<file path="src/logic/gof_pkg.sv">
package gof_pkg;

  // Wishbone register map (byte addresses, one word each)
  localparam logic [7:0] GOF_REG_CTRL = 8'h00;
  localparam logic [7:0] GOF_REG_STATUS = 8'h04;
  localparam logic [7:0] GOF_REG_ERR0 = 8'h08;
  localparam logic [7:0] GOF_REG_ERR1 = 8'h0C;
  localparam logic [7:0] GOF_REG_ERR2 = 8'h10;
  localparam logic [7:0] GOF_REG_OUTX = 8'h14;
  localparam logic [7:0] GOF_REG_OUTY = 8'h18;
  localparam logic [7:0] GOF_REG_OUTZ = 8'h1C;

  // Control register fields
  localparam int GOF_CTRL_MODE = 0;
  localparam int GOF_CTRL_TERM = 1;
  localparam int GOF_CTRL_FROM_SVC = 2;
  localparam int GOF_CTRL_ENTER = 3;
  localparam int GOF_CTRL_SEND_ERR = 4;
  localparam int GOF_CTRL_LATCH = 5;
  localparam logic [31:0] GOF_CTRL_RESET = 32'h0000_0000;

  // Status register fields
  localparam int GOF_STAT_STARTUP = 6;
  localparam int GOF_STAT_TX_BUSY = 8;

  // Error vector positions
  localparam int GOF_ERR_W = 80;
  localparam int GOF_E_TX_FAIL = 57;
  localparam int GOF_E_MISS_Z = 56;
  localparam int GOF_E_MISS_Y = 55;
  localparam int GOF_E_MISS_X = 54;
  localparam int GOF_E_TDEV_Z = 64;
  localparam int GOF_E_TDEV_Y = 63;
  localparam int GOF_E_TDEV_X = 62;
  localparam int GOF_E_TERR_Z = 6;
  localparam int GOF_E_TERR_Y = 5;
  localparam int GOF_E_TERR_X = 4;
  localparam int GOF_E_OVI_Z = 39;
  localparam int GOF_E_OVQ_Z = 38;
  localparam int GOF_E_OVI_Y = 32;
  localparam int GOF_E_OVQ_Y = 31;
  localparam int GOF_E_OVI_X = 25;
  localparam int GOF_E_OVQ_X = 24;

  // Datagram bytes
  localparam logic [7:0] GOF_ID_PLAIN = 8'h2E;
  localparam logic [7:0] GOF_ID_TERM = 8'h2F;
  localparam logic [7:0] GOF_CRC_SEED = 8'hFF;
  localparam logic [7:0] GOF_CRC_POLY = 8'h07;
  localparam logic [7:0] GOF_CR = 8'h0D;
  localparam logic [7:0] GOF_LF = 8'h0A;
  localparam logic [3:0] GOF_LAST_ERR_BYTE = 4'hB;
  localparam logic [3:0] GOF_LAST_TERM_BYTE = 4'hD;

  // Timing
  localparam longint GOF_CLK_HZ = 200_000_000;
  localparam longint GOF_SAMPLE_HZ = 2000;
  localparam int GOF_SAMPLE_CYC = int'(GOF_CLK_HZ / GOF_SAMPLE_HZ);
  localparam int GOF_STARTUP_MS = 1000;
  localparam int GOF_STARTUP_CYC = int'(GOF_CLK_HZ / 1000 * GOF_STARTUP_MS);

  typedef struct packed {
    logic [23:0] z;
    logic [23:0] y;
    logic [23:0] x;
  } gof_axes_t;

  typedef struct packed {
    logic [2:0] tx_fail_unused;
    logic [2:0] miss;
    logic [2:0] tdev;
    logic [2:0] terr;
    logic [2:0] ov_i;
    logic [2:0] ov_q;
  } gof_faults_t;

endpackage : gof_pkg

</file>
<file path="src/logic/gof_axis_fmt.sv">
`timescale 1ns/1ps
module gof_axis_fmt
  import gof_pkg::*;
(
  input wire logic ref_clk,
  input wire logic rst_n,
  input wire logic sample_en,
  input wire logic [23:0] rate_in,
  input wire logic [23:0] incr_in,
  input wire logic mode_incr,
  input wire logic take,
  output logic [23:0] word
);

  typedef struct packed {
    logic [23:0] last;
    logic [23:0] acc;
    logic [23:0] word;
  } gof_axst_t;

  gof_axst_t st;
  gof_axst_t next_st;

  always_comb begin
    next_st = st;
    if (sample_en) begin
      next_st.last = rate_in;
    end
    if (take) begin
      next_st.word = mode_incr ? st.acc : st.last;
      // Sample landing on the take edge starts the next interval, not lost
      next_st.acc = sample_en ? incr_in : 24'h000000;
    end else if (sample_en) begin
      next_st.acc = st.acc + incr_in;
    end
  end

  always_ff @(posedge ref_clk or negedge rst_n) begin
    if (!rst_n) begin
      st <= '0;
    end else begin
      st <= next_st;
    end
  end

  assign word = st.word;

  property p_rate_pick;
    @(posedge ref_clk) disable iff (!rst_n)
      take && !mode_incr |=> word == $past(st.last);
  endproperty
  a_rate_pick: assert property (p_rate_pick) else $error("rate word not last sample");

  property p_incr_sum;
    @(posedge ref_clk) disable iff (!rst_n)
      take && mode_incr |=> word == $past(st.acc);
  endproperty
  a_incr_sum: assert property (p_incr_sum) else $error("angle word not accumulated sum");

endmodule : gof_axis_fmt

</file>
<file path="src/logic/gof_crc8.sv">
`timescale 1ns/1ps
module gof_crc8
  import gof_pkg::*;
(
  input wire logic [7:0] crc_in,
  input wire logic [7:0] data,
  output logic [7:0] crc_out
);

  always_comb begin
    logic [7:0] c;
    c = crc_in ^ data;
    for (int i = 0; i < 8; i++) begin
      c = c[7] ? ((c << 1) ^ GOF_CRC_POLY) : (c << 1);
    end
    crc_out = c;
  end

endmodule : gof_crc8

</file>
<file path="src/logic/gof_formatter.sv">
// The Wishbone register port and the placing of the registers were chosen for this implementation.
`timescale 1ns/1ps
//////////////////////////////////////////////////////////////////////////////
// Overview of operation
// - The error datagram is id 0x2E (0x2F when terminated) then ten error bytes MSB first.
// - A CRC-8 with polynomial x^8+x^2+x+1 and seed 0xFF covers all preceding bytes.
// - Error bit 57 is set when a send request arrives while an earlier request is still pending.
// - Error bits 56, 55, 54 flag missing data for Z, Y, X.
// - Error bits 64, 63, 62 flag front-end temperature deviation for Z, Y, X.
// - Error bits 6, 5, 4 flag front-end temperature error for Z, Y, X.
// - Overflow I/Q flags sit at 39/38 for Z, 32/31 for Y and 25/24 for X.
// - On entry to normal mode from init, status bit 6 is held for a fixed period then cleared.
// - Sampling and output continue unchanged during the settling period.
// - Entry straight from service mode skips the settling period.
// - In rate mode each output is the latest internal sample.
// - Rate is a 24-bit two's-complement word, MSB first, LSB 2^-14 deg/s.
// - In angle mode each output is the sum of increments since the last output.
// - Angle is a 24-bit two's-complement word, MSB first, LSB 2^-21 deg.
// - Every axis is sampled at 2000 samples per second whatever the transmit rate.
module gof_formatter
  import gof_pkg::*;
#(
  parameter int STARTUP_CYC = GOF_STARTUP_CYC,
  parameter int SAMPLE_CYC = GOF_SAMPLE_CYC
) (
  input wire logic ref_clk,
  input wire logic rst_n,
  input wire logic wb_cyc_i,
  input wire logic wb_stb_i,
  input wire logic wb_we_i,
  input wire logic [7:0] wb_adr_i,
  input wire logic [3:0] wb_sel_i,
  input wire logic [31:0] wb_dat_i,
  output logic [31:0] wb_dat_o,
  output logic wb_ack_o,
  input wire gof_axes_t rate_in,
  input wire gof_axes_t incr_in,
  input wire gof_faults_t faults,
  output logic sample_tick,
  output logic [7:0] tx_data,
  output logic tx_valid,
  input wire logic tx_ready,
  output logic startup_flag
);

  typedef struct packed {
    logic [31:0] ctrl;
    logic [31:0] dat;
    logic ack;
    logic [31:0] smp_cnt;
    logic tick;
    logic [31:0] su_cnt;
    logic su_flag;
    logic tx_fail;
    logic busy;
    logic [3:0] idx;
    logic [7:0] crc;
    logic [79:0] snap;
    logic [7:0] txd;
    logic txv;
    logic pending;
  } gof_st_t;

  gof_st_t st;
  gof_st_t next_st;

  //////////////////////////////////////////////////////////////////////////////
  // Error vector assembly; everything not driven stays zero
  logic [79:0] err_vec;
  always_comb begin
    err_vec = '0;
    err_vec[GOF_E_TX_FAIL] = st.tx_fail;
    err_vec[GOF_E_MISS_Z] = faults.miss[2];
    err_vec[GOF_E_MISS_Y] = faults.miss[1];
    err_vec[GOF_E_MISS_X] = faults.miss[0];
    err_vec[GOF_E_TDEV_Z] = faults.tdev[2];
    err_vec[GOF_E_TDEV_Y] = faults.tdev[1];
    err_vec[GOF_E_TDEV_X] = faults.tdev[0];
    err_vec[GOF_E_TERR_Z] = faults.terr[2];
    err_vec[GOF_E_TERR_Y] = faults.terr[1];
    err_vec[GOF_E_TERR_X] = faults.terr[0];
    err_vec[GOF_E_OVI_Z] = faults.ov_i[2];
    err_vec[GOF_E_OVQ_Z] = faults.ov_q[2];
    err_vec[GOF_E_OVI_Y] = faults.ov_i[1];
    err_vec[GOF_E_OVQ_Y] = faults.ov_q[1];
    err_vec[GOF_E_OVI_X] = faults.ov_i[0];
    err_vec[GOF_E_OVQ_X] = faults.ov_q[0];
  end

  //////////////////////////////////////////////////////////////////////////////
  // Axis formatters
  logic [23:0] word_x;
  logic [23:0] word_y;
  logic [23:0] word_z;
  logic take;
  logic wb_hit;
  logic wb_wr;
  logic svc_enter;

  assign wb_hit = wb_cyc_i && wb_stb_i && !st.ack;
  assign wb_wr = wb_hit && wb_we_i && wb_sel_i[0];
  assign svc_enter = wb_wr && (wb_adr_i == GOF_REG_CTRL) && wb_dat_i[GOF_CTRL_ENTER] &&
    wb_dat_i[GOF_CTRL_FROM_SVC];
  assign take = wb_wr && (wb_adr_i == GOF_REG_CTRL) && wb_dat_i[GOF_CTRL_LATCH];

  gof_axis_fmt u_ax_x (
    .ref_clk(ref_clk), .rst_n(rst_n), .sample_en(st.tick),
    .rate_in(rate_in.x), .incr_in(incr_in.x), .mode_incr(st.ctrl[GOF_CTRL_MODE]),
    .take(take), .word(word_x)
  );
  gof_axis_fmt u_ax_y (
    .ref_clk(ref_clk), .rst_n(rst_n), .sample_en(st.tick),
    .rate_in(rate_in.y), .incr_in(incr_in.y), .mode_incr(st.ctrl[GOF_CTRL_MODE]),
    .take(take), .word(word_y)
  );
  gof_axis_fmt u_ax_z (
    .ref_clk(ref_clk), .rst_n(rst_n), .sample_en(st.tick),
    .rate_in(rate_in.z), .incr_in(incr_in.z), .mode_incr(st.ctrl[GOF_CTRL_MODE]),
    .take(take), .word(word_z)
  );

  //////////////////////////////////////////////////////////////////////////////
  // Datagram byte selection and CRC
  logic [7:0] cur_byte;
  logic [7:0] crc_nxt;
  logic term;
  assign term = st.ctrl[GOF_CTRL_TERM];

  always_comb begin
    unique case (st.idx)
      4'h0: cur_byte = term ? GOF_ID_TERM : GOF_ID_PLAIN;
      4'hB: cur_byte = st.crc;
      4'hC: cur_byte = GOF_CR;
      4'hD: cur_byte = GOF_LF;
      default: cur_byte = st.snap[8'(79 - 8 * (int'(st.idx) - 1)) -: 8];
    endcase
  end

  gof_crc8 u_crc (.crc_in(st.crc), .data(cur_byte), .crc_out(crc_nxt));

  //////////////////////////////////////////////////////////////////////////////
  // Next state
  always_comb begin
    next_st = st;
    next_st.ack = wb_hit;
    next_st.tick = 1'b0;
    // Free-running sample tick, independent of how often software reads
    if (st.smp_cnt == 32'(SAMPLE_CYC - 1)) begin
      next_st.smp_cnt = '0;
      next_st.tick = 1'b1;
    end else begin
      next_st.smp_cnt = st.smp_cnt + 32'h0000_0001;
    end

    if (st.su_flag) begin
      if (st.su_cnt == 32'(STARTUP_CYC - 1)) begin
        next_st.su_flag = 1'b0;
      end else begin
        next_st.su_cnt = st.su_cnt + 32'h0000_0001;
      end
    end

    // Transmitter: one byte in flight, advance when accepted
    if (st.txv && tx_ready) begin
      next_st.txv = 1'b0;
      next_st.crc = crc_nxt;
      if (st.idx == (term ? GOF_LAST_TERM_BYTE : GOF_LAST_ERR_BYTE)) begin
        next_st.busy = 1'b0;
      end else begin
        next_st.idx = st.idx + 4'h1;
      end
    end else if (st.busy && !st.txv) begin
      next_st.txd = cur_byte;
      next_st.txv = 1'b1;
    end

    if (st.pending && !st.busy) begin
      next_st.pending = 1'b0;
      next_st.busy = 1'b1;
      next_st.idx = 4'h0;
      next_st.crc = GOF_CRC_SEED;
      next_st.snap = err_vec;
    end

    if (wb_hit) begin
      unique case (wb_adr_i)
        GOF_REG_CTRL: next_st.dat = st.ctrl;
        GOF_REG_STATUS: next_st.dat = {23'h0, st.busy, 1'b0, st.su_flag, 6'h00};
        GOF_REG_ERR0: next_st.dat = err_vec[31:0];
        GOF_REG_ERR1: next_st.dat = err_vec[63:32];
        GOF_REG_ERR2: next_st.dat = {16'h0000, err_vec[79:64]};
        GOF_REG_OUTX: next_st.dat = {8'h00, word_x};
        GOF_REG_OUTY: next_st.dat = {8'h00, word_y};
        GOF_REG_OUTZ: next_st.dat = {8'h00, word_z};
        default: next_st.dat = 32'h0000_0000;
      endcase
    end

    if (wb_wr && wb_adr_i == GOF_REG_CTRL) begin
      next_st.ctrl[2:0] = wb_dat_i[2:0];
      if (wb_dat_i[GOF_CTRL_ENTER]) begin
        // Service-mode return skips settling; init entry arms it
        next_st.su_flag = !wb_dat_i[GOF_CTRL_FROM_SVC];
        next_st.su_cnt = '0;
      end
      if (wb_dat_i[GOF_CTRL_SEND_ERR]) begin
        if (st.pending) begin
          next_st.tx_fail = 1'b1;
        end else begin
          next_st.pending = 1'b1;
        end
      end
    end
    // Status write clears the failure flag; a new failure wins
    if (wb_wr && wb_adr_i == GOF_REG_STATUS && wb_dat_i[0] &&
        !(wb_wr && wb_adr_i == GOF_REG_CTRL)) begin
      next_st.tx_fail = 1'b0;
    end
  end

  always_ff @(posedge ref_clk or negedge rst_n) begin
    if (!rst_n) begin
      st <= '0;
      st.ctrl <= GOF_CTRL_RESET;
      st.su_flag <= 1'b1;
    end else begin
      st <= next_st;
    end
  end

  assign wb_dat_o = st.dat;
  assign wb_ack_o = st.ack;
  assign sample_tick = st.tick;
  assign tx_data = st.txd;
  assign tx_valid = st.txv;
  assign startup_flag = st.su_flag;

  //////////////////////////////////////////////////////////////////////////////
  // Checks
  property p_id_byte;
    @(posedge ref_clk) disable iff (!rst_n)
      tx_valid && st.idx == 4'h0 |-> tx_data == (term ? GOF_ID_TERM : GOF_ID_PLAIN);
  endproperty
  a_id_byte: assert property (p_id_byte) else $error("wrong datagram id");

  property p_crc_seed;
    @(posedge ref_clk) disable iff (!rst_n)
      $rose(st.busy) |-> st.crc == GOF_CRC_SEED;
  endproperty
  a_crc_seed: assert property (p_crc_seed) else $error("crc not seeded");

  property p_tx_fail;
    @(posedge ref_clk) disable iff (!rst_n)
      wb_wr && wb_adr_i == GOF_REG_CTRL && wb_dat_i[GOF_CTRL_SEND_ERR] && st.pending |=>
      err_vec[GOF_E_TX_FAIL];
  endproperty
  a_tx_fail: assert property (p_tx_fail) else $error("bit 57 not set");

  property p_miss;
    @(posedge ref_clk) disable iff (!rst_n)
      err_vec[56:54] == faults.miss;
  endproperty
  a_miss: assert property (p_miss) else $error("missing data bits wrong");

  property p_tdev;
    @(posedge ref_clk) disable iff (!rst_n)
      err_vec[64:62] == faults.tdev && err_vec[6:4] == faults.terr;
  endproperty
  a_tdev: assert property (p_tdev) else $error("temperature bits wrong");

  property p_ovf;
    @(posedge ref_clk) disable iff (!rst_n)
      {err_vec[39], err_vec[38], err_vec[32], err_vec[31], err_vec[25], err_vec[24]} ==
      {faults.ov_i[2], faults.ov_q[2], faults.ov_i[1], faults.ov_q[1],
       faults.ov_i[0], faults.ov_q[0]};
  endproperty
  a_ovf: assert property (p_ovf) else $error("overflow bits wrong");

  property p_settle_hold;
    @(posedge ref_clk) disable iff (!rst_n)
      // A service-mode entry may cut the settling period short
      $fell(startup_flag) |->
      ($past(st.su_cnt) == 32'(STARTUP_CYC - 1)) || $past(svc_enter);
  endproperty
  a_settle_hold: assert property (p_settle_hold) else $error("settle ended early");

  property p_svc_skip;
    @(posedge ref_clk) disable iff (!rst_n)
      svc_enter |=> !startup_flag;
  endproperty
  a_svc_skip: assert property (p_svc_skip) else $error("settle not skipped");

  property p_reserved;
    @(posedge ref_clk) disable iff (!rst_n)
      err_vec[79:65] == 15'h0000 && err_vec[53:40] == 14'h0000;
  endproperty
  a_reserved: assert property (p_reserved) else $error("reserved bit set");

  property p_tick_period;
    @(posedge ref_clk) disable iff (!rst_n)
      sample_tick |-> $past(st.smp_cnt) == 32'(SAMPLE_CYC - 1);
  endproperty
  a_tick_period: assert property (p_tick_period) else $error("sample tick off period");

  property p_settle_tick;
    @(posedge ref_clk) disable iff (!rst_n)
      startup_flag && st.smp_cnt == 32'(SAMPLE_CYC - 1) |=> sample_tick;
  endproperty
  a_settle_tick: assert property (p_settle_tick) else $error("sampling stalled in settle");

endmodule : gof_formatter

</file>
<file path="config.mk">
export PLATFORM = sky130hd
export DESIGN_NAME = gof_formatter
export DESIGN_NICKNAME = d
export VERILOG_FILES = /design/src/logic/gof_pkg.sv /design/src/logic/gof_axis_fmt.sv /design/src/logic/gof_crc8.sv /design/src/logic/gof_formatter.sv
export SDC_FILE = /design/constraint.sdc
export NUM_CORES = 1
export LEC_CHECK = 0
export ABC_AREA = 1
export BUFFER_PORTS_ARGS = -buffer_cell sky130_fd_sc_hd__buf_4
export CAP_MARGIN = 20
export CORE_MARGIN = 2
export CORE_UTILIZATION = 50
export DETAILED_ROUTE_END_ITERATION = 7
export PLACE_DENSITY = 0.73
export RECOVER_POWER = 25
export SLEW_MARGIN = 0
export SYNTH_ARGS = -nofsm -noshare
export SYNTH_HDL_FRONTEND = slang
export SYNTH_SLANG_ARGS = --single-unit
</file>
<file path="constraint.sdc">
create_clock -name ref_clk -period 6.1 [get_ports ref_clk]
set_clock_uncertainty 0.2 [all_clocks]
set_input_delay 1.22 -clock ref_clk [delete_from_list [all_inputs] [get_ports ref_clk]]
set_output_delay 1.22 -clock ref_clk [all_outputs]
set_load 0.005 [all_outputs]
</file>
==> Yosys cells after proc, flatten, opt, wreduce, memory -nomap -nowiden <==
Index checks and enable logic that the tools add are counted.
Widths: inputs -> output; s select.
{ "word_totals": {"ff_bits": 358, "in_bits": 212} }
{ "classes": {"shifts": 1, "n_mux": 44, "n_addsub": 8, "reduce_logical": 30, "n_eq_ne": 14, "n_bitwise": 10} }
{ "op_table": {"columns": ["op", "n"], "rows": [
  ["$mux 24", 12],
  ["$pmux 32 s8", 1],
  ["$mux 93", 1],
  ["$shiftx 87x8->8", 1],
  ["$add 24x24->24", 3],
  ["$mux 33", 2],
  ["$add 32x1->32 const B", 2],
  ["$mux 32", 2],
  ["$mux 34", 1],
  ["$eq 32x17->1 const B", 1],
  ["$eq 32x28->1 const B", 1],
  ["$eq 8x5->1 const B", 4],
  ["$pmux 8 s4", 1],
  ["$mux 3", 9],
  ["$not 3->3", 8],
  ["$eq 8x4->1 const B", 2],
  ["$reduce_bool 2->1", 7],
  ["$mux 1", 13],
  ["$mux 13", 1],
  ["$eq 4x4->1 const B", 3],
  ["$logic_and 1x1->1", 12],
  ["$eq 8x3->1 const B", 1],
  ["$logic_not 8->1", 1],
  ["$sub 8x8->8 const A", 1],
  ["11 further kinds", 17]
]} }

==> Depth between registers and ports, before layout <==
{ "logic_depth": {"depth_word": 23, "depth_mapped": 24, "ltp_nobuf": 23} }

==> Modules after synthesis <==
Synthesis repeated with hierarchy kept, for this count alone.
{ "unflattened": {"hier_cells": 3573, "area_unflattened_um2": 24046.8} }
{ "by_module_without_submodules": {"columns": ["mod", "area_each_um2", "seq_area_each_um2", "cells_per_inst", "instances"], "rows": [
  ["gof_axis_fmt at u_ax_y ...", 5028.6, 1801.7, 764, 2],
  ["gof_formatter", 8577.0, 3454.6, 1207, 1],
  ["gof_axis_fmt at u_ax_x", 5034.8, 1801.7, 764, 1],
  ["gof_crc8", 377.9, 0.0, 74, 1]
]} }

==> Worst setup path before layout <==
OpenSTA, ideal clock, no wires.
{ "synth_path": {"kind": "input to register", "from": "in incr_in[24] (netlist name)", "to": "reg u_ax_y.st[40] (netlist name)", "setup_ns": 0.127, "path_stages": 14, "required_time_ns": 5.773, "arrival_ns": 3.128, "path_buffers": 0, "path_slack_ns": 2.644, "path_cell_list": "ha_1 inv_1 fa_1 nand3b_1 nand2_1 a21boi_0 o21ai_0 a21oi_1 o21bai_1 nand2_1 nand3_1 nand2_1 nor2_1 o21ai_0"} }
{ "synth_between": {"elab_chain_cells": 3} }
{ "synth_rtl": {"columns": ["element", "line_no", "text"], "rows": [
  ["from (decl)", "gof_formatter.sv:37", "input wire gof_axes_t incr_in,"],
  ["$add 24x24->24", "gof_axis_fmt.sv:34", "next_st.acc = st.acc + incr_in;"],
  ["$mux 24", "gof_axis_fmt.sv:33", "end else if (sample_en) begin"],
  ["$mux 24", "gof_axis_fmt.sv:29", "if (take) begin"],
  ["to (signal assigned)", "gof_axis_fmt.sv:42", "st <= next_st;"],
  ["to (decl)", "gof_axis_fmt.sv:21", "gof_axst_t st;"]
]} }
No other way between the ends. The select of a mux whose other input is x is not followed.
A chain may end at the register's enable or synchronous reset.

==> impl_metrics.tcl <==
set metrics [dict create \
    rrSetupSlack_ns 2.05 \
    vias 18900 \
    crit_type "in -> reg" \
    dp_hpwl_um 44600 \
    rsz0062_at_grt "no" \
    grt_max_degree 136 \
    ir_worst_vdd_uv 202 \
    antenna_found_initial 2 \
    layout-drive-gt1-share 0.117 \
    layout_min_cycle_time_ns 4.13 \
    holdPathEnd "st[138]$_DFF_PN0_" \
    whs_path_depth 1 \
    drtPass1Iterations 5 \
    fin_nets 3124 \
    ys_warn_count 0 \
    power-per-cell-area_nw_per_um2 286 \
    synth_flop_cell "dfrtp_1" \
    grt_first_pass_wirelength_um 96900 \
    cts.sinks 354 \
    wl_um 60800 \
    die_width_um 208 \
    drc 0 \
    critical_path_arrival_ns 4.37 \
    yosysTopAreaCell "dfrtp_1" \
    die_y_um 208 \
    path_clk_slew_ns 0.06 \
    regArea_um2 8860 \
    tightest_slew_ns 2.89 \
    p_leak_nw 11.9 \
    port_buffers 219 \
    gp_congestion 0.947 \
    min_from "st[138]$_DFF_PN0_" \
    post_cts_buffers 0 \
    cts_buffers 41 \
    start_kind "input pin" \
    core-area_um2 41000 \
    start_util 0.509 \
    insertion_delay_ns 0.57 \
    period_share 0.677 \
    area_growth_syn_to_layout_pct 15.0 \
    r2r-end "u_ax_z.st[34]$_DFFE_PN0P_" \
    finalHoldViolations 0 \
    cts.htree.levels 2 \
    cap_violations 1 \
    cts_hold_buf 0 \
    setup_viol 0 \
    multiInputGateArea_um2 10000 \
    gr-total-overflow 0 \
    cts_tree "built" \
    path_max_fanout 48 \
    wl_per_cell_um 17.9 \
    status "complete, but fails checks" \
    worstRegToRegCells 5 \
    end_kind "flip-flop" \
    grt_use_total 0.280 \
    timing.final.ws_setup_ns 1.97 \
    hold_class "reg -> reg" \
    slew_headroom -0.928 \
    routed_via_density 5.56 \
    ctsRootBufferMaster "clkbuf_16" \
    antenna_cells 0 \
    violations "capacitance limit, slew limit" \
    dieArea_um2 43400 \
    synth_commonest_cells "nand2_1 (612), dfrtp_1 (353), o21ai_0 (341), inv_1 (316), nor2_1 (189)" \
    syn_area_um2 20900 \
    r2r-start "sample_tick$_DFF_PN0_" \
    ys_async_sr_fraction 1.00 \
    drv_slew 108 \
    ys_seq_area_frac 0.425 \
    drtIter0Drc 1673 \
    synthCells 2698 \
    netlist.area_leader.share 0.423 \
    grt_pass1_vias 18000 \
    synth_edf_count 0 \
    synth.avg_cell_area_um2 7.73 \
    max_freq_mhz 242 \
    netlist_top_cells_area "dfrtp_1 (42%), nand2_1 (11%), o21ai_0 (8.2%)" \
    yosys.cell_types.count 58 \
    drtAntennaViolNets 0 \
    synth_most_common_cell "nand2_1" \
    nFillCells 3696 \
    dp_slack_ns 1.49 \
    ctsLongestPathBuffers 3 \
    synth_seq_cells 354 \
    io_pins 256 \
    finalSetupTns_ns 0 \
    rows 74 \
    critPathRequiredTime_ns 6.34 \
    cts.repair.resized 0 \
]
where the power goes:
part	leakage [nW]	internal (mW)	switching [mW]
Sequential	4.07	2.47	0.123
Clock	0.720	1.65	1.04
Combinational	7.14	0.576	1.01
placed cells by master, fill, tap and decap left out, types with 38 or more instances in the layout:
master and instances:
xor2_1 57, nand3_1 85, nand2_1 612, o21ai_0 341
o211ai_1 61, nor2_1 190, clkbuf_16 41, buf_4 222
ha_1 75, inv_1 318, a21oi_1 129, dfrtp_1 352
nor3_1 50, xnor2_1 38
routing by layer:
metal	routed length [µm]	track usage
met5	10	0
met4	1930	0.0940
met3	4040	0.0468
met2	27500	0.441
met1	27300	0.392
flip-flops by register name, indices dropped and copies added (netlist names), 8 cells and up:
register and cells:
wb_dat_o 28, u_ax_y.word 24, st 97, u_ax_x.word 24, u_ax_y.st 48, u_ax_z.word 24
u_ax_z.st 48, u_ax_x.st 48, tx_data 8
how the worst max path moves through the flow:
stage / from / endpoint / slack [ns] / depth (start not counted)
2_1_floorplan: incr_in[24] / u_ax_y.st[40]$_DFFE_PN0P_ / 2.64 / 14
3_3_place_gp: wb_cyc_i / u_ax_z.st[31]$_DFFE_PN0P_ / 1.54 / 10
3_5_place_dp: wb_adr_i[7] / u_ax_z.st[34]$_DFFE_PN0P_ / 1.49 / 13
4_1_cts: wb_cyc_i / u_ax_z.st[34]$_DFFE_PN0P_ / 2.10 / 10
5_1_grt: rst_n / sample_tick$_DFF_PN0_ / 1.63 / 1
6_report: wb_cyc_i / u_ax_z.st[34]$_DFFE_PN0P_ / 1.97 / 10
worst max-delay path, stage by stage:
cell	delay, ns
clkbuf_4	0.10
nand2_1	0.06
nor2_1	0.40
nand3_1	0.35
nor2_8	0.39
nand2_4	0.35
nand2_2	0.61
inv_2	0.56
nand2_1	0.18
o21ai_0	0.10
through the flow:
step	hold WS [ns]	total power, mW	util	cells	cell area, µm²
final	0.259	6.86	0.585	3399	24000
after global routing	0.275	7.22	0.585	3399	24000
after CTS	0.261	6.89	0.587	3399	24100
after detailed placement	0.254	4.20	0.550	3323	22600
after global placement	0.246	4.15	0.550	3323	22600
after floorplan	0.233	3.75	-	2701	20900
cell type report:
class                      instances  share of cell area
clock buffer                      52              0.0466
clock inverter                    24              0.0151
inverter                         328              0.0514
multi-input combinational       1880               0.417
sequential                       354               0.369
tap                              532              0.0277
timing repair buffer             229              0.0729
kinds of logic (layout without fill, tap and decap cells):
group           Yosys count  after routing  share of synthesized area
xor+xnor                 96             96                     0.0407
other cells               1              4                   0.000180
compound gates          671            671                      0.183
fa+ha+maj                78             78                     0.0479
buf+inv                 467            633                     0.0940
flops                   354            354                      0.425
simple gates           1031           1031                      0.209
(Power assumes the default switching activity.)
